## src/inc/abc_defs.vh

```
/*
  constants of the address break comparator: register offsets, field
  positions, reset values and encodings.
  assumes an APB slave with 32-bit data, one aligned word per register.
*/
//
// Contract
// - control bit 7 resets 1; at 0, hold off interrupts one instruction after return
// - cycle select 00 execute, 01 read, 10 write, 11 read or write
// - address compare 000 all 16, 001 upper 12, 010 upper 8, 011 upper 4 bits
// - data compare 00 off, 01 low break byte, 11 full 16 bits
// - data compare 10 matches high break byte against upper bus half
// - upper lane for even words and bytes, lower lane for odd words
// - 8-bit I/O always upper lane; word access seen as two byte accesses
// - status bit 7 flag resets 0, set when all programmed conditions match
// - flag clears only by writing 0 after reading it as 1
// - status bit 6 enable resets 0; request only while it is 1
// - status bits 5 to 0 read as 1, writes ignored
// - break address is 16 bits, high and low bytes, resets to all ones
// - break data 16 bits; high byte vs upper bus, low byte vs lower bus
// - break data has no reset value
// - request break interrupt while flag and enable are both 1, unmaskable
`ifndef ABC_DEFS_VH
`define ABC_DEFS_VH

`define ABC_OFF_CTRL      8'h00
`define ABC_OFF_STAT      8'h04
`define ABC_OFF_ADDR_HI   8'h08
`define ABC_OFF_ADDR_LO   8'h0c
`define ABC_OFF_DATA_HI   8'h10
`define ABC_OFF_DATA_LO   8'h14

`define ABC_CTRL_UNMASK   7
`define ABC_CSEL_HI       6
`define ABC_CSEL_LO       5
`define ABC_ACMP_HI       4
`define ABC_ACMP_LO       2
`define ABC_DCMP_HI       1
`define ABC_DCMP_LO       0

`define ABC_STAT_FLAG     7
`define ABC_STAT_EN       6
`define ABC_STAT_RSVD     6'h3f

`define ABC_CTRL_RST      8'h80
`define ABC_ADDR_RST      16'hffff

`define ABC_CSEL_EXEC     2'h0
`define ABC_CSEL_READ     2'h1
`define ABC_CSEL_WRITE    2'h2
`define ABC_CSEL_RDWR     2'h3

`define ABC_ACMP_16       3'h0
`define ABC_ACMP_12       3'h1
`define ABC_ACMP_8        3'h2
`define ABC_ACMP_4        3'h3
`define ABC_ACMP_RSVD     2

`define ABC_DCMP_OFF      2'h0
`define ABC_DCMP_LOW      2'h1
`define ABC_DCMP_HIGH     2'h2
`define ABC_DCMP_FULL     2'h3

`define ABC_MASK_16       16'hffff
`define ABC_MASK_12       16'hfff0
`define ABC_MASK_8        16'hff00
`define ABC_MASK_4        16'hf000
`define ABC_MASK_NONE     16'h0000

`endif

```

## src/rtl/abc_lane_match.v

```verilog
/*
  data lane comparison of the address break comparator.
  assumes the cpu drives byte data on the upper lane and odd word bytes on
  the lower lane, one byte per bus cycle.
*/
`timescale 1ns/1ps
`include "abc_defs.vh"

module abc_lane_match (
  breakData,
  busData,
  laneSel,
  byteAccess,
  io8Access,
  addrLsb,
  hit
);
  input  wire [15:0] breakData;
  input  wire [15:0] busData;
  input  wire [1:0]  laneSel;
  input  wire        byteAccess;
  input  wire        io8Access;
  input  wire        addrLsb;
  output reg         hit;

  wire upperActive;
  wire lowerActive;

  // upper lane for bytes, 8-bit i/o and even words
  assign upperActive = byteAccess | io8Access | ~addrLsb;
  assign lowerActive = ~upperActive;

  always @* begin
    case (laneSel)
      `ABC_DCMP_OFF: hit = 1'b1;
      `ABC_DCMP_LOW: hit = lowerActive & (busData[7:0] == breakData[7:0]);
      `ABC_DCMP_HIGH: hit = upperActive & (busData[15:8] == breakData[15:8]);
      `ABC_DCMP_FULL: hit = (busData == breakData);
      default: hit = 1'b0;
    endcase
  end
endmodule

```

## src/rtl/abc_top.v

```verilog
/*
  address break comparator: apb register file, bus cycle matcher, break
  flag, unmaskable break request and return hold-off.
  assumes cpu bus signals and apb run on clk; cycle strobes are single
  cycle pulses from the cpu core.
*/
`timescale 1ns/1ps
`include "abc_defs.vh"

module abc_top #(
  parameter ADDR_W = 8
) (
  clk,
  rst_n,
  psel,
  penable,
  pwrite,
  paddr,
  pwdata,
  prdata,
  pready,
  pslverr,
  cpuCycleValid,
  cpuFetch,
  cpuRead,
  cpuWrite,
  cpuByte,
  cpuIo8,
  cpuAddr,
  cpuData,
  rteDone,
  instrDone,
  breakIrq,
  breakFlag,
  rteIrqHold
);
  input  wire              clk;
  input  wire              rst_n;
  input  wire              psel;
  input  wire              penable;
  input  wire              pwrite;
  input  wire [ADDR_W-1:0] paddr;
  input  wire [31:0]       pwdata;
  output reg  [31:0]       prdata;
  output reg               pready;
  output reg               pslverr;
  input  wire              cpuCycleValid;
  input  wire              cpuFetch;
  input  wire              cpuRead;
  input  wire              cpuWrite;
  input  wire              cpuByte;
  input  wire              cpuIo8;
  input  wire [15:0]       cpuAddr;
  input  wire [15:0]       cpuData;
  input  wire              rteDone;
  input  wire              instrDone;
  output reg               breakIrq;
  output reg               breakFlag;
  output reg               rteIrqHold;

  // apb slave states
  localparam [1:0] ST_IDLE = 2'b01;
  localparam [1:0] ST_ACK  = 2'b10;

  // register index codes
  localparam [2:0] IX_CTRL  = 3'h0;
  localparam [2:0] IX_STAT  = 3'h1;
  localparam [2:0] IX_ADRH  = 3'h2;
  localparam [2:0] IX_ADRL  = 3'h3;
  localparam [2:0] IX_DATH  = 3'h4;
  localparam [2:0] IX_DATL  = 3'h5;
  localparam [2:0] IX_NONE  = 3'h7;

  reg [1:0]  state_reg;
  reg [1:0]  state_next;
  reg [7:0]  ctrl_reg;
  reg [15:0] addr_reg;
  reg [15:0] data_reg;
  reg        flag_reg;
  reg        flag_next;
  reg        enable_reg;
  reg        armed_reg;
  reg        armed_next;
  reg        hold_reg;
  reg        hold_next;
  reg [31:0] rdata_next;

  wire [1:0]  cycleSel;
  wire [2:0]  addrWidth;
  wire [1:0]  laneSel;
  wire        unmask;
  wire [2:0]  regIx;
  wire        access;
  wire        done;
  wire        wrDone;
  wire        rdDone;
  wire        cycleHit;
  wire        addrHit;
  wire        dataHit;
  wire        dataCycle;
  wire        match;
  wire [7:0]  statByte;
  // decoded register strobes
  wire        wrCtrl;
  wire        wrStat;
  wire        wrAdrH;
  wire        wrAdrL;
  wire        wrDatH;
  wire        wrDatL;
  wire        rdStat;
  wire [15:0] cmpMask;

  // word offset to register index
  function [2:0] decodeIx;
    input [ADDR_W-1:0] a;
    begin
      case (a)
        `ABC_OFF_CTRL:    decodeIx = IX_CTRL;
        `ABC_OFF_STAT:    decodeIx = IX_STAT;
        `ABC_OFF_ADDR_HI: decodeIx = IX_ADRH;
        `ABC_OFF_ADDR_LO: decodeIx = IX_ADRL;
        `ABC_OFF_DATA_HI: decodeIx = IX_DATH;
        `ABC_OFF_DATA_LO: decodeIx = IX_DATL;
        default:          decodeIx = IX_NONE;
      endcase
    end
  endfunction

  // address compare width to mask
  function [15:0] addrMask;
    input [2:0] w;
    begin
      case (w)
        `ABC_ACMP_16: addrMask = `ABC_MASK_16;
        `ABC_ACMP_12: addrMask = `ABC_MASK_12;
        `ABC_ACMP_8:  addrMask = `ABC_MASK_8;
        `ABC_ACMP_4:  addrMask = `ABC_MASK_4;
        default:      addrMask = `ABC_MASK_NONE;
      endcase
    end
  endfunction

  // control fields
  assign unmask    = ctrl_reg[`ABC_CTRL_UNMASK];
  assign cycleSel  = ctrl_reg[`ABC_CSEL_HI:`ABC_CSEL_LO];
  assign addrWidth = ctrl_reg[`ABC_ACMP_HI:`ABC_ACMP_LO];
  assign laneSel   = ctrl_reg[`ABC_DCMP_HI:`ABC_DCMP_LO];

  // apb access decode
  assign regIx  = decodeIx(paddr);
  assign access = psel & penable;
  assign done   = access & state_reg[1];
  assign wrDone = done & pwrite;
  assign rdDone = done & ~pwrite;

  // per register strobes, one per completed access
  assign wrCtrl = wrDone & (regIx == IX_CTRL);
  assign wrStat = wrDone & (regIx == IX_STAT);
  assign wrAdrH = wrDone & (regIx == IX_ADRH);
  assign wrAdrL = wrDone & (regIx == IX_ADRL);
  assign wrDatH = wrDone & (regIx == IX_DATH);
  assign wrDatL = wrDone & (regIx == IX_DATL);
  assign rdStat = rdDone & (regIx == IX_STAT);

  // reserved status bits read as ones
  assign statByte = {flag_reg, enable_reg, `ABC_STAT_RSVD};

  // cycle type qualification
  function cycleMatch;
    input [1:0] sel;
    input       fetch;
    input       rd;
    input       wr;
    begin
      case (sel)
        `ABC_CSEL_EXEC:  cycleMatch = fetch;
        `ABC_CSEL_READ:  cycleMatch = rd;
        `ABC_CSEL_WRITE: cycleMatch = wr;
        `ABC_CSEL_RDWR:  cycleMatch = rd | wr;
        default:         cycleMatch = 1'b0;
      endcase
    end
  endfunction

  assign dataCycle = cpuRead | cpuWrite;
  assign cycleHit  = cycleMatch(cycleSel, cpuFetch, cpuRead, cpuWrite);

  // masked address compare, reserved widths never hit
  assign cmpMask = addrMask(addrWidth);
  assign addrHit = ~addrWidth[`ABC_ACMP_RSVD] &
    (((cpuAddr ^ addr_reg) & cmpMask) == `ABC_MASK_NONE);

  abc_lane_match u_lane (
    .breakData  (data_reg),
    .busData    (cpuData),
    .laneSel    (laneSel),
    .byteAccess (cpuByte),
    .io8Access  (cpuIo8),
    .addrLsb    (cpuAddr[0]),
    .hit        (dataHit)
  );

  // all conditions within one bus cycle; data only on data cycles
  assign match = cpuCycleValid & cycleHit & addrHit &
    (~dataCycle | dataHit);

  // apb handshake
  always @* begin
    case (state_reg)
      ST_IDLE: state_next = access ? ST_ACK : ST_IDLE;
      ST_ACK:  state_next = ST_IDLE;
      default: state_next = ST_IDLE;
    endcase
  end

  always @* begin
    case (regIx)
      IX_CTRL: rdata_next = {24'h000000, ctrl_reg};
      IX_STAT: rdata_next = {24'h000000, statByte};
      IX_ADRH: rdata_next = {24'h000000, addr_reg[15:8]};
      IX_ADRL: rdata_next = {24'h000000, addr_reg[7:0]};
      IX_DATH: rdata_next = {24'h000000, data_reg[15:8]};
      IX_DATL: rdata_next = {24'h000000, data_reg[7:0]};
      default: rdata_next = 32'h00000000;
    endcase
  end

  // status read with the flag up arms the clear; any status write disarms
  always @* begin
    armed_next = armed_reg;
    if (rdStat && flag_reg) begin
      armed_next = 1'b1;
    end
    if (wrStat) begin
      armed_next = 1'b0;
    end
  end

  // flag: set wins over the clearing write
  always @* begin
    flag_next = flag_reg;
    if (wrStat && armed_reg && !pwdata[`ABC_STAT_FLAG]) begin
      flag_next = 1'b0;
    end
    if (match) begin
      flag_next = 1'b1;
    end
  end

  // return hold-off for one instruction
  always @* begin
    hold_next = hold_reg;
    if (rteDone && !unmask) begin
      hold_next = 1'b1;
    end else if (instrDone || unmask) begin
      hold_next = 1'b0;
    end
  end

  always @(posedge clk) begin
    if (!rst_n) begin
      state_reg <= ST_IDLE;
      pready    <= 1'b0;
      pslverr   <= 1'b0;
    end else begin
      state_reg <= state_next;
      pready    <= state_next[1];
      pslverr   <= state_next[1] & (regIx == IX_NONE);
    end
  end

  // read data loads in the first access cycle, stands until the next load
  always @(posedge clk) begin
    if (!rst_n) begin
      prdata <= 32'h00000000;
    end else if (access && state_reg[0]) begin
      prdata <= pwrite ? 32'h00000000 : rdata_next;
    end
  end

  always @(posedge clk) begin
    if (!rst_n) begin
      ctrl_reg <= `ABC_CTRL_RST;
    end else if (wrCtrl) begin
      ctrl_reg <= pwdata[7:0];
    end
  end

  always @(posedge clk) begin
    if (!rst_n) begin
      addr_reg <= `ABC_ADDR_RST;
    end else begin
      if (wrAdrH) begin
        addr_reg[15:8] <= pwdata[7:0];
      end
      if (wrAdrL) begin
        addr_reg[7:0] <= pwdata[7:0];
      end
    end
  end

  // break data carries no reset value
  always @(posedge clk) begin
    if (wrDatH) begin
      data_reg[15:8] <= pwdata[7:0];
    end
    if (wrDatL) begin
      data_reg[7:0] <= pwdata[7:0];
    end
  end

  always @(posedge clk) begin
    if (!rst_n) begin
      flag_reg  <= 1'b0;
      armed_reg <= 1'b0;
      hold_reg  <= 1'b0;
    end else begin
      flag_reg  <= flag_next;
      armed_reg <= armed_next;
      hold_reg  <= hold_next;
    end
  end

  always @(posedge clk) begin
    if (!rst_n) begin
      enable_reg <= 1'b0;
    end else if (wrStat) begin
      enable_reg <= pwdata[`ABC_STAT_EN];
    end
  end

  // outputs one cycle behind the status bits and the hold register
  always @(posedge clk) begin
    if (!rst_n) begin
      breakIrq   <= 1'b0;
      breakFlag  <= 1'b0;
      rteIrqHold <= 1'b0;
    end else begin
      breakIrq   <= flag_reg & enable_reg;
      breakFlag  <= flag_reg;
      rteIrqHold <= hold_reg;
    end
  end
endmodule

```

## config.mk

```make
export PLATFORM = sky130hd
export DESIGN_NAME = abc_top
export DESIGN_NICKNAME = d
export VERILOG_FILES = /design/src/rtl/abc_lane_match.v /design/src/rtl/abc_top.v
export VERILOG_INCLUDE_DIRS = /design/src /design/src/inc
export SDC_FILE = /design/constraint.sdc
export NUM_CORES = 1
export LEC_CHECK = 0
export ABC_AREA = 1
export BUFFER_PORTS_ARGS = -buffer_cell sky130_fd_sc_hd__buf_2
export CAP_MARGIN = 10
export CELL_PAD_IN_SITES_DETAIL_PLACEMENT = 1
export CELL_PAD_IN_SITES_GLOBAL_PLACEMENT = 2
export CORE_MARGIN = 5
export CORE_UTILIZATION = 29
export DETAILED_ROUTE_END_ITERATION = 8
export PLACE_DENSITY = 0.93
export SLEW_MARGIN = 25
export SYNTH_ARGS = -nofsm -noshare
export SYNTH_HDL_FRONTEND = slang
export SYNTH_SLANG_ARGS = --single-unit
```

## constraint.sdc

```tcl
create_clock -name clk -period 7.46 [get_ports clk]
set_input_delay 0.746 -clock clk [delete_from_list [all_inputs] [get_ports clk]]
set_output_delay 0.746 -clock clk [all_outputs]
set_load 0.02 [all_outputs]
```

-- Word-level counts from Yosys, hierarchy flattened
Cells that the tools add are included.
- eq/ne operators: 24
- multiplexer cells: 12
- bitwise gates (word level): 31
- reductions and logical operators: 18
- operator list (operator ; count):
    $pmux 16 s4 ; 1
    $pmux 8 s6 ; 1
    $mux 32 ; 1
    $and 1x1->1 ; 19
    $pmux 3 s6 ; 1
    $and 16x16->16 ; 1
    $eq 16x16->1 ; 1
    $eq 8x4->1 const B ; 2
    $eq 8x5->1 const B ; 2
    $eq 8x8->1 ; 2
    $logic_not 16->1 ; 1
    $xor 16x16->16 ; 1
    $eq 3x2->1 const B ; 4
    $eq 3x3->1 const B ; 3
    $eq 2x2->1 const B ; 4
    $eq 8x3->1 const B ; 1
    $logic_not 8->1 ; 1
    $pmux 1 s4 ; 2
    $eq 2x1->1 const B ; 3
    $eq 3x1->1 const B ; 2
    $logic_not 3->1 ; 2
    $not 1->1 ; 6
    $logic_and 1x1->1 ; 5
    $logic_not 2->1 ; 2
    other kinds (8) ; 17
- flip-flop bits (word level): 82
- bits of input ports: 85
- output and inout bits: 37
- logic and storage cells: 101

-- Longest topological paths before layout
Gate-level depths: netlist of run 1.
- depth after elaboration: 8
- mapped depth: 15
- mapped depth without buffers: 14

-- Cells and area by module
A second synthesis of run 1 with hierarchy kept.
- cells, all modules: 456
- area total of the unflattened synthesis: 3354.5 µm²
- modules (own cells, without submodules) (module ; times used ; cells an instance ; area an instance (µm²) ; sequential area each (µm²)):
    abc_top ; 1 ; 383 ; 3039.2 ; 1321.3
    abc_lane_match ; 1 ; 73 ; 315.3 ; 0.0

-- Worst setup path after synthesis of run 1
Ideal clock, no wire load.
- kind: input to register
- from: in paddr[4]
- to: reg data_reg[0], enable pin
- setup time: 0.383 ns
- arrival: 2.764 ns
- required time: 7.077 ns
- setup slack: 4.312 ns
- stages on the path: 10
- buffers on the path: 0
- path through: nor2_1 -> nand2_2 -> nor3_4 -> inv_1 -> ha_1 -> nand2_1 -> nand2_2 -> nor2_2 -> nand2_1 -> nor3_1
- word-level cells in the longest chain between the ends: 4
- elaborated cells between the ends (all ways): 9
- those cells by class: eq/ne (6); mux (1); bitwise (1); reduce/logical (1)
- RTL lines (what ; RTL line ; text):
    start, declared ; abc_top.v:42 ; input wire [ADDR_W-1:0] paddr;
    $eq 8x5->1, or another cell as far along ; abc_top.v:117 ; case (a)
    $pmux 3 s6 (*) ; abc_top.v:117 ;
    $eq 3x3->1 (*) ; abc_top.v:162 ; assign wrDatL = wrDone & (regIx == IX_DATL);
    $and 1x1->1 (*) ; abc_top.v:162 ;
    net wrDatL ; abc_top.v:109 ; wire wrDatL;
    end signal, assigned ; abc_top.v:308 ; data_reg[7:0] <= pwdata[7:0];
    end, declared ; abc_top.v:78 ; reg [15:0] data_reg;
The timed path passes the listed nets; every way through them passes the cells marked *.
A chain may end at the register's enable or synchronous reset.

-- Worst setup path after layout of run 1
Same ends and word-level chain as after synthesis.

==> impl_metrics.py, run 1 <==
metrics = {
    "power": {
        "combPwrFrac": 0.072,
        "p_leak_nw": 1.88,
        "power_frac_seq": 0.392,
        "power.total_mw": 0.828,
        "internal_power_mw": 0.635,
        "p_clk_frac": 0.536,
        "p_sw_frac": 0.233,
        "power.density_nw_per_um2": 205,
        "ir_worst_vdd_mv": 0.0733,
        "switchingPower_mw": 0.193,
    },
    "global_routing": {
        "gr-total-overflow": 0,
        "antenna_found_initial": 0,
        "grt_max_degree": 28,
        "grt_pass1_wl_microns": 15700,
        "grt_pass1_vias": 3186,
        "track_usage": 0.153,
    },
    "placement": {
        "dpl.cell_count": 627,
        "place.gp.congestion": 0.828,
        "portBuffers": 73,
        "dp_hpwl_microns": 8030,
    },
    "sta": {
        "period_minus_slack_ns": 3.19,
        "hold_violations": 0,
        "period_share": 0.428,
        "rsz0062_at_grt": "false",
        "fmax_mhz": 313,
        "tightest_slew_ns": 0.687,
        "fin_skew_ns": 0.00949,
        "holdWs_ns": 0.417,
        "tns_ns": 0,
        "setup_viol_count_final": 0,
        "final_max_slew_viol_count": 0,
        "relSlewSlack": 0.540,
    },
    "clock_tree": {
        "post_cts_resized": 0,
        "cts_hold_buf": 0,
        "clock-root-buffer": "clkbuf_16",
        "post-cts-setup-buffers": 0,
        "numCtsBuffers": 9,
        "cts_tree": "done",
        "path_clk_slew_ns": 0.05,
        "clock_path_buffers": 2,
        "clock_latency_ns": 0.33,
        "clock-sinks": 58,
        "htree_levels": 3,
    },
    "drt": {
        "wl_microns": 9900,
        "drc": 0,
        "via_count": 2934,
        "wire_per_inst_microns": 15.4,
        "ant_nets": 0,
        "topRoutingLayerUsed": "met4",
        "via_per_inst": 4.56,
        "wl_met1_microns": 4310,
        "drt_iter0_markers": 150,
        "met2_wirelength_microns": 4910,
        "dr.pass1.iters": 4,
        "wl_met3_microns": 502,
    },
    "synth": {
        "synthTopCellsByArea": "dfxtp_1 (25%), edfxtp_1 (15%), nand2_1 (10%), buf_4 (5.7%), xor2_1 (5.6%)",
        "synth.most_common_cell": "nand2_1",
        "syn_inst": 420,
        "ys_async_sr_fraction": 0,
        "synth_common_cells": "nand2_1 (88), inv_1 (47), dfxtp_1 (42)",
        "synthXorXnorAreaFrac": 0.0794,
        "synthFlopType": "dfxtp_1",
        "synth_area_sq_um": 3310,
        "yosys.area_share.simple": 0.284,
        "synth-edff-count": 16,
        "yosysUniqueCellTypes": 41,
        "synth.ff_latch_count": 58,
        "synthMuxAreaShare": 0,
        "synth_top_area_frac": 0.254,
        "avgSynthCellArea_sq_um": 7.88,
        "synth_seq_area_share": 0.399,
        "synth-adder-area-share": 0.00378,
        "yosysWarnings": 0,
        "synth_top_family_by_area": "simple AND/OR/NAND/NOR gates",
        "synth_area_leader_cell": "dfxtp_1",
        "synth_compound_area_frac": 0.103,
    },
    "floorplan": {
        "die_height_microns": 117,
        "die-area_sq_um": 13700,
        "die_w_microns": 117,
        "start_util": 0.292,
        "core_sq_um": 11300,
        "ios": 122,
        "num_rows": 39,
    },
    "setup_path": {
        "critPathRequiredTime_ns": 7.42,
        "arrival_ns": 3.16,
        "cp_max_fo": 8,
        "critPathLaunchType": "primary input",
        "crit_type": "in2reg",
        "cp-end-kind": "flop",
    },
    "layout": {
        "antenna_cells": 0,
        "drive_gt1_frac": 0.240,
        "num-nets-final": 581,
        "utilization": 0.356,
        "n_fill_cell": 1410,
        "fin_cells": 643,
        "areaGrowthSynthToFinish_pct": 21.8,
    },
    "run": {
        "max_cap_viol_count": 0,
    },
    "min_path": {
        "holdCritPathClass": "reg2reg",
    },
    "outcome": {
        "status": "finished clean",
    },
}
[cell type report]
type / instances / area, sq um / share of cell area
clock buffer: 9 / 225 / 0.0559
clock inverter: 7 / 93.8 / 0.0233
inverter: 50 / 188 / 0.0466
multi-input combinational: 302 / 1650 / 0.410
sequential: 58 / 1320 / 0.328
tap: 143 / 179 / 0.0444
timing repair buffer: 74 / 373 / 0.0925
[power by group through the flow]
stage,Sequential [mW],Combinational [mW],Clock (mW)
finish,0.324,0.0599,0.444
global route,0.324,0.0662,0.464
CTS,0.324,0.0603,0.452
detailed placement,0.331,0.0599,0
global placement,0.331,0.0589,0
floorplan,0.332,0.0405,0
[through the flow]
step	cell area (sq um)	worst slack (ns)
floorplan	3400	4.31
global placement	3710	3.71
detailed placement	3710	3.55
CTS	4030	3.89
global route	4030	4.04
finish	4030	4.27
[kinds of logic after synthesis]
group / Yosys count
flip-flops: 58
XOR/XNOR: 30
adder cells (fa/ha/maj): 1
AO/OA/AOI/OAI: 55
AND/OR/NAND/NOR: 192
other: 1
buffers and inverters: 83
[worst paths after layout]
kind                                         startpoint               endpoint  slack [ns]  depth (start not counted)
worst max-delay path                           paddr[4]  data_reg[0]$_DFFE_PP_        4.27                         11
worst max register to register  state_reg[1]$_SDFF_PN0_  data_reg[0]$_DFFE_PP_        5.62                          2
worst min-delay path              hold_reg$_SDFFE_PN0P_  rteIrqHold$_SDFF_PN0_        0.42                          2
worst min register to register    hold_reg$_SDFFE_PN0P_  rteIrqHold$_SDFF_PN0_        0.42                          2
[routing by layer]
| metal | track usage | up-vias |
|---|---|---|
| met5 | 0 | - |
| met4 | 0.0566 | 0 |
| met3 | 0.0370 | 14 |
| met2 | 0.262 | 65 |
| met1 | 0.185 | 1386 |
| li1 | - | 1469 |
[cell usage in the layout (no fill, tap or decap), types with 2 or more instances in the layout]
master       n
nand2_1     88
buf_2       73
inv_1       47
dfxtp_1     42
nor2_1      38
nand3_1     27
conb_1      24
xor2_1      21
a21oi_1     20
edfxtp_1    16
o211ai_1    13
o21ai_0     10
xnor2_1      9
clkbuf_16    9
nand2_2      7
nor4_1       6
inv_2        3
nor2_2       3
nand3_2      3
nor3_4       3
nand4_1      3
nor2_4       3
or2_1        3
o21ai_1      3
nor3_1       2
a21oi_2      2
bufinv_16    2
clkinvlp_4   2
clkinv_2     2
[critical path, cell delays in order]
cell and delay (ns):
buf_2 0.10, nor2_1 0.13, nand2_2 0.10, nor3_4 0.31, inv_1 0.20, ha_1 0.29
nand2_1 0.13, nand2_2 0.12, nor2_2 0.29, nand2_1 0.17, nor3_2 0.55
Note: power is estimated with default switching activity, not from simulation.
==> run 2, diff against run 1 <==
--- a/config.mk
+++ b/config.mk
@@ -6,15 +6,15 @@
 export SDC_FILE = /design/constraint.sdc
 export NUM_CORES = 1
 export LEC_CHECK = 0
-export ABC_AREA = 1
+export ABC_AREA = 0
 export BUFFER_PORTS_ARGS = -buffer_cell sky130_fd_sc_hd__buf_2
 export CAP_MARGIN = 10
 export CELL_PAD_IN_SITES_DETAIL_PLACEMENT = 1
 export CELL_PAD_IN_SITES_GLOBAL_PLACEMENT = 2
 export CORE_MARGIN = 5
-export CORE_UTILIZATION = 29
+export CORE_UTILIZATION = 26
 export DETAILED_ROUTE_END_ITERATION = 8
-export PLACE_DENSITY = 0.93
+export PLACE_DENSITY = 0.85
 export SLEW_MARGIN = 25
 export SYNTH_ARGS = -nofsm -noshare
 export SYNTH_HDL_FRONTEND = slang
==> constraint.sdc (replaced) <==
create_clock -name clk -period 2.6 [get_ports clk]
set_input_delay 0.26 -clock clk [delete_from_list [all_inputs] [get_ports clk]]
set_output_delay 0.26 -clock clk [all_outputs]
set_load 0.02 [all_outputs]
==> impl_metrics.py, run 2 <==
metrics = {
    "drt": {
        "via_per_inst": 4.81,
        "wl_microns": 9960,
        "via_count": 2768,
        "dr.pass1.iters": 4,
        "drc": 0,
        "drt_iter0_markers": 131,
        "wire_per_inst_microns": 17.3,
        "ant_nets": 0,
    },
    "clock_tree": {
        "post-cts-setup-buffers": 0,
        "post_cts_resized": 0,
        "clock-root-buffer": "clkbuf_16",
        "cts_tree": "done",
        "numCtsBuffers": 9,
        "path_clk_slew_ns": 0.05,
        "clock_path_buffers": 2,
        "clock_latency_ns": 0.32,
        "htree_levels": 3,
        "clock-sinks": 58,
        "cts_hold_buf": 0,
    },
    "sta": {
        "period_share": 0.892,
        "fin_skew_ns": 0.00575,
        "rsz0062_at_grt": "false",
        "period_minus_slack_ns": 2.32,
        "tightest_slew_ns": 0.598,
        "holdWs_ns": 0.198,
        "fmax_mhz": 431,
        "hold_violations": 0,
        "setup_viol_count_final": 0,
        "relSlewSlack": 0.597,
        "final_max_slew_viol_count": 0,
    },
    "floorplan": {
        "num_rows": 40,
        "start_util": 0.266,
        "ios": 122,
        "core_sq_um": 12000,
        "die-area_sq_um": 14600,
        "die_height_microns": 121,
        "die_w_microns": 121,
    },
    "min_path": {
        "holdCritPathClass": "in2reg",
        "min_from": "pwdata[7]",
    },
    "layout": {
        "drive_gt1_frac": 0.283,
        "areaGrowthSynthToFinish_pct": 24.0,
        "utilization": 0.330,
        "layout.cells.most_common_list": "buf_2 (73), nand2_1 (49), dfxtp_1 (42), xor2_1 (24), conb_1 (24)",
        "num-nets-final": 510,
        "antenna_cells": 0,
        "final_common_cell": "buf_2",
    },
    "synth": {
        "synth_seq_area_share": 0.414,
        "yosysUniqueCellTypes": 52,
        "synthTopCellsByArea": "dfxtp_1 (26%), edfxtp_1 (15%), xor2_1 (6.6%), mux2i_1 (6.0%), buf_4 (5.9%)",
        "synth_top_area_frac": 0.263,
        "avgSynthCellArea_sq_um": 9.42,
        "synthFlopType": "dfxtp_1",
        "yosysWarnings": 0,
        "synth-edff-count": 16,
        "syn_inst": 339,
        "synth_area_sq_um": 3190,
        "ys_async_sr_fraction": 0,
        "synth_area_leader_cell": "dfxtp_1",
        "synth.most_common_cell": "nand2_1",
        "synth_common_cells": "nand2_1 (49), dfxtp_1 (42), buf_4 (25)",
        "synth.ff_latch_count": 58,
    },
    "setup_path": {
        "cp-end-kind": "flop",
        "cp_max_fo": 9,
        "reg2reg_from": "state_reg[1]$_SDFF_PN0_",
        "critPathLaunch": "paddr[5]",
        "critPathRequiredTime_ns": 2.77,
        "arrival_ns": 2.49,
        "crit_type": "in2reg",
        "critPathLaunchType": "primary input",
    },
    "run": {
        "max_cap_viol_count": 0,
    },
    "global_routing": {
        "grt_pass1_wl_microns": 15400,
        "antenna_found_initial": 0,
        "grt_pass1_vias": 2964,
        "track_usage": 0.137,
        "grt_max_degree": 40,
        "gr-total-overflow": 0,
    },
    "placement": {
        "dp_hpwl_microns": 8010,
        "place.gp.congestion": 0.812,
        "portBuffers": 73,
    },
    "power": {
        "power.density_nw_per_um2": 558,
        "ir_worst_vdd_mv": 0.316,
        "power.total_mw": 2.21,
        "p_leak_nw": 1.72,
    },
    "outcome": {
        "status": "finished clean",
    },
}
run 2: cell count changes in the layout (fill, tap and decap cells not counted), moves of 7 or more:
cell      delta
nand2_1     -39
inv_1       -37
nor2_1      -21
mux2i_1     +19
a21oi_1     -16
buf_4       +12
o211ai_1    -11
a221oi_1     +8
nand3_1      -8
a211oi_2     +7
nand2_2      -7
run 2: worst paths after layout:
check | slack [ns] | cells after the start | to
worst max-delay path | 0.28 | 10 | addr_reg[11]$_SDFFE_PN1P_
worst min-delay path | 0.20 | 1 | data_reg[15]$_DFFE_PP_
worst max register to register | 0.70 | 5 | addr_reg[5]$_SDFFE_PN1P_
worst min register to register | 0.46 | 1 | rteIrqHold$_SDFF_PN0_
run 2: stage by stage:
stage               std cells  setup slack [ns]  setup TNS, ns  area (sq um)
floorplan                 362             0.276              0          3280
global placement          560            0.0491              0          3690
detailed placement        560           -0.0571         -0.185          3690
CTS                       575             0.264              0          3960
global route              575             0.111              0          3960
finish                    575             0.280              0          3960
run 2: critical path: stages:
cell     delay [ns]
buf_2          0.11
or3_4          0.39
nor3_1         0.25
nand2_1        0.10
ha_1           0.23
nor3b_1        0.26
nand3_2        0.12
or3_1          0.51
nand2_1        0.16
nand3_1        0.09
run 2: final cells by class:
type | count | area, sq um
clock inverter | 3 | 15.0
inverter | 11 | 41.3
multi-input combinational | 257 | 1660
timing repair buffer | 87 | 483
tap | 147 | 184
sequential | 58 | 1320
clock buffer | 12 | 256
fill | 1424 | 8050
run 2: report_power, final:
group	internal, mW	leakage (nW)	switching, mW
Combinational	0.0719	1.10	0.133
Clock	0.685	0.138	0.387
Sequential	0.931	0.483	0.00130
run 2: cells by family (layout without fill, tap and decap cells):
group / Yosys count / count (layout) / share of synthesized area
buf+inv: 47 / 113 / 0.0936
xor+xnor: 32 / 32 / 0.0878
other cells: 1 / 24 / 0.00117
flops: 58 / 58 / 0.414
fa+ha+maj: 1 / 1 / 0.00392
compound gates: 55 / 55 / 0.129
simple gates: 126 / 126 / 0.211
mux: 19 / 19 / 0.0596
run 2: routing by layer:
metal,vias to the layer above,part of all wire,GRT usage
met5,-,0,0
met4,0,0.020,0.0460
met3,15,0.051,0.0407
met2,76,0.51,0.238
met1,1356,0.42,0.162
li1,1321,-,-
==> run 3, diff against run 2 <==
--- a/config.mk
+++ b/config.mk
@@ -12,10 +12,11 @@
 export CELL_PAD_IN_SITES_DETAIL_PLACEMENT = 1
 export CELL_PAD_IN_SITES_GLOBAL_PLACEMENT = 2
 export CORE_MARGIN = 5
-export CORE_UTILIZATION = 26
+export CORE_UTILIZATION = 31
 export DETAILED_ROUTE_END_ITERATION = 8
-export PLACE_DENSITY = 0.85
+export PLACE_DENSITY = 0.92
 export SLEW_MARGIN = 25
 export SYNTH_ARGS = -nofsm -noshare
 export SYNTH_HDL_FRONTEND = slang
+export SYNTH_HIERARCHICAL = 1
 export SYNTH_SLANG_ARGS = --single-unit
==> constraint.sdc (replaced) <==
create_clock -name clk -period 2.7 [get_ports clk]
set_input_delay 0.27 -clock clk [delete_from_list [all_inputs] [get_ports clk]]
set_output_delay 0.27 -clock clk [all_outputs]
set_load 0.02 [all_outputs]
==> impl_metrics.py, run 3 <==
metrics = {
    "outcome": {
        "status": "finished clean",
    },
    "drt": {
        "via_per_inst": 4.92,
        "via_count": 2648,
        "drc": 0,
        "wl_met1_microns": 4000,
        "topRoutingLayerUsed": "met4",
        "met2_wirelength_microns": 4840,
        "wl_microns": 9540,
        "wire_per_inst_microns": 17.7,
        "ant_nets": 0,
        "dr.pass1.iters": 6,
        "drt_iter0_markers": 96,
        "wl_met3_microns": 577,
    },
    "setup_path": {
        "cp-end-kind": "flop",
        "critPathRequiredTime_ns": 2.92,
        "critPathLaunch": "paddr[6]",
        "cp_max_fo": 8,
        "reg2reg_to": "flag_reg$_SDFFE_PN0P_",
        "rr_worst_depth": 8,
        "reg2reg_from": "data_reg[10]$_DFFE_PP_",
        "cp-endpoint": "addr_reg[15]$_SDFFE_PN1P_",
        "r2r_slack_ns": 0.55,
        "critPathLaunchType": "primary input",
        "crit_type": "in2reg",
        "arrival_ns": 2.39,
    },
    "floorplan": {
        "core_sq_um": 10200,
        "ios": 122,
        "num_rows": 37,
        "die_height_microns": 112,
        "die_w_microns": 112,
        "start_util": 0.314,
        "die-area_sq_um": 12500,
    },
    "synth": {
        "synth-adder-area-share": 0.00390,
        "synth_seq_area_share": 0.412,
        "synth_top_family_by_area": "simple AND/OR/NAND/NOR gates",
        "yosysWarnings": 6,
        "synthFlopType": "dfxtp_1",
        "synth.ff_latch_count": 58,
        "synth_area_sq_um": 3210,
        "synthTopCellsByArea": "dfxtp_1 (26%), edfxtp_1 (15%), mux2i_1 (8.4%), xnor2_1 (6.6%), buf_4 (5.6%)",
        "synth_area_leader_cell": "dfxtp_1",
        "avgSynthCellArea_sq_um": 10.1,
        "synth_top_area_frac": 0.262,
        "syn_inst": 318,
        "synth_compound_area_frac": 0.130,
        "synth.most_common_cell": "dfxtp_1",
        "synth-edff-count": 16,
        "synthXorXnorAreaFrac": 0.0874,
        "yosysUniqueCellTypes": 53,
        "synthMuxAreaShare": 0.0842,
        "synth_common_cells": "dfxtp_1 (42), nand2_1 (38), mux2i_1 (27)",
        "yosys.area_share.simple": 0.197,
        "ys_async_sr_fraction": 0,
    },
    "placement": {
        "place_area_sq_um": 3640,
        "dp_slack_ns": 0.147,
        "portBuffers": 73,
        "dp_hpwl_microns": 7680,
        "place.gp.congestion": 0.789,
    },
    "global_routing": {
        "gr-total-overflow": 0,
        "grt_pass1_wl_microns": 15000,
        "grt_pass1_vias": 2881,
        "track_usage": 0.153,
        "antenna_found_initial": 0,
        "grt_max_degree": 47,
    },
    "sta": {
        "fin_skew_ns": 0.0131,
        "relSlewSlack": 0.600,
        "hold_violations": 0,
        "period_minus_slack_ns": 2.17,
        "period_share": 0.805,
        "fmax_mhz": 460,
        "rsz0062_at_grt": "false",
        "tns_ns": 0,
        "setup_viol_count_final": 0,
        "final_max_slew_viol_count": 0,
        "holdWs_ns": 0.180,
        "layout_setup_ws_ns": 0.525,
        "tightest_slew_ns": 0.597,
    },
    "layout": {
        "n_fill_cell": 1200,
        "layout.cells.most_common_list": "buf_2 (73), dfxtp_1 (42), nand2_1 (38), mux2i_1 (27)",
        "final_area_sq_um": 3850,
        "final_common_cell": "buf_2",
        "num-nets-final": 483,
        "areaGrowthSynthToFinish_pct": 20.0,
        "antenna_cells": 0,
        "drive_gt1_frac": 0.291,
    },
    "clock_tree": {
        "clock-sinks": 58,
        "post_cts_resized": 0,
        "clock-root-buffer": "clkbuf_8",
        "clock_path_buffers": 2,
        "clock_latency_ns": 0.34,
        "cts_tree": "done",
        "cts_hold_buf": 0,
        "path_clk_slew_ns": 0.07,
        "post-cts-setup-buffers": 0,
        "htree_levels": 3,
        "numCtsBuffers": 9,
    },
    "min_path": {
        "min_path_cells": 1,
        "holdCritPathClass": "in2reg",
        "min_from": "pwdata[4]",
    },
    "run": {
        "max_cap_viol_count": 0,
    },
    "power": {
        "power.density_nw_per_um2": 501,
        "p_leak_nw": 1.56,
        "ir_worst_vdd_mv": 0.282,
    },
}
-- run 3: cell count changes after synthesis, moves of 8 or more --
cell	previous run	this run
mux2i_1	19	27
nand2_1	49	38
nand3_1	19	10
o21ai_0	14	2
xnor2_1	8	24
xor2_1	24	8
-- run 3: cell type report --
type,count,area (sq um),share of cell area
clock buffer,14,173,0.0449
clock inverter,2,35.0,0.00910
inverter,4,15.0,0.00390
multi-input combinational,242,1700,0.442
sequential,58,1320,0.343
tap,136,170,0.0442
timing repair buffer,82,433,0.112
-- run 3: where the power goes --
group	internal [mW]	switching, mW	leakage, nW
registers	0.894	0.000849	0.483
logic	0.0684	0.118	0.974
clock network	0.501	0.344	0.107
total	1.46	0.463	1.56
-- run 3: cells by family after synthesis --
kind of cell	after synthesis
buf+inv	41
simple gates	104
mux	27
compound gates	54
other cells	1
xor+xnor	32
fa+ha+maj	1
flops	58
-- run 3: critical path, cell delays in order --
cell	delay, ns
buf_2	0.12
nor3_4	0.27
nand2_1	0.11
nor2_1	0.12
nand2_1	0.07
ha_1	0.28
nor4b_4	0.24
nand2_2	0.13
or3_1	0.33
buf_4	0.20
mux2i_1	0.17
nand2_1	0.06
-- run 3: worst min-delay path by stage --
stage	end	slack [ns]
2_1_floorplan	data_reg[0]$_DFFE_PP_	0.37
3_3_place_gp	rteIrqHold$_SDFF_PN0_	0.44
3_5_place_dp	rteIrqHold$_SDFF_PN0_	0.45
4_1_cts	data_reg[12]$_DFFE_PP_	0.17
5_1_grt	data_reg[3]$_DFFE_PP_	0.19
6_report	data_reg[4]$_DFFE_PP_	0.18
-- run 3: through the flow --
stage | power, mW | utilization | instances
CTS | 1.94 | 0.376 | 538
floorplan | 1.04 | - | 341
detailed placement | 1.10 | 0.356 | 522
global route | 1.99 | 0.376 | 538
global placement | 1.10 | 0.356 | 522
finish | 1.93 | 0.376 | 538
-- run 3: per-layer routing --
| metal | track usage | up-vias |
|---|---|---|
| li1 | - | 1266 |
| met1 | 0.174 | 1304 |
| met2 | 0.270 | 67 |
| met3 | 0.0522 | 11 |
| met4 | 0.0462 | 0 |
| met5 | 0 | - |
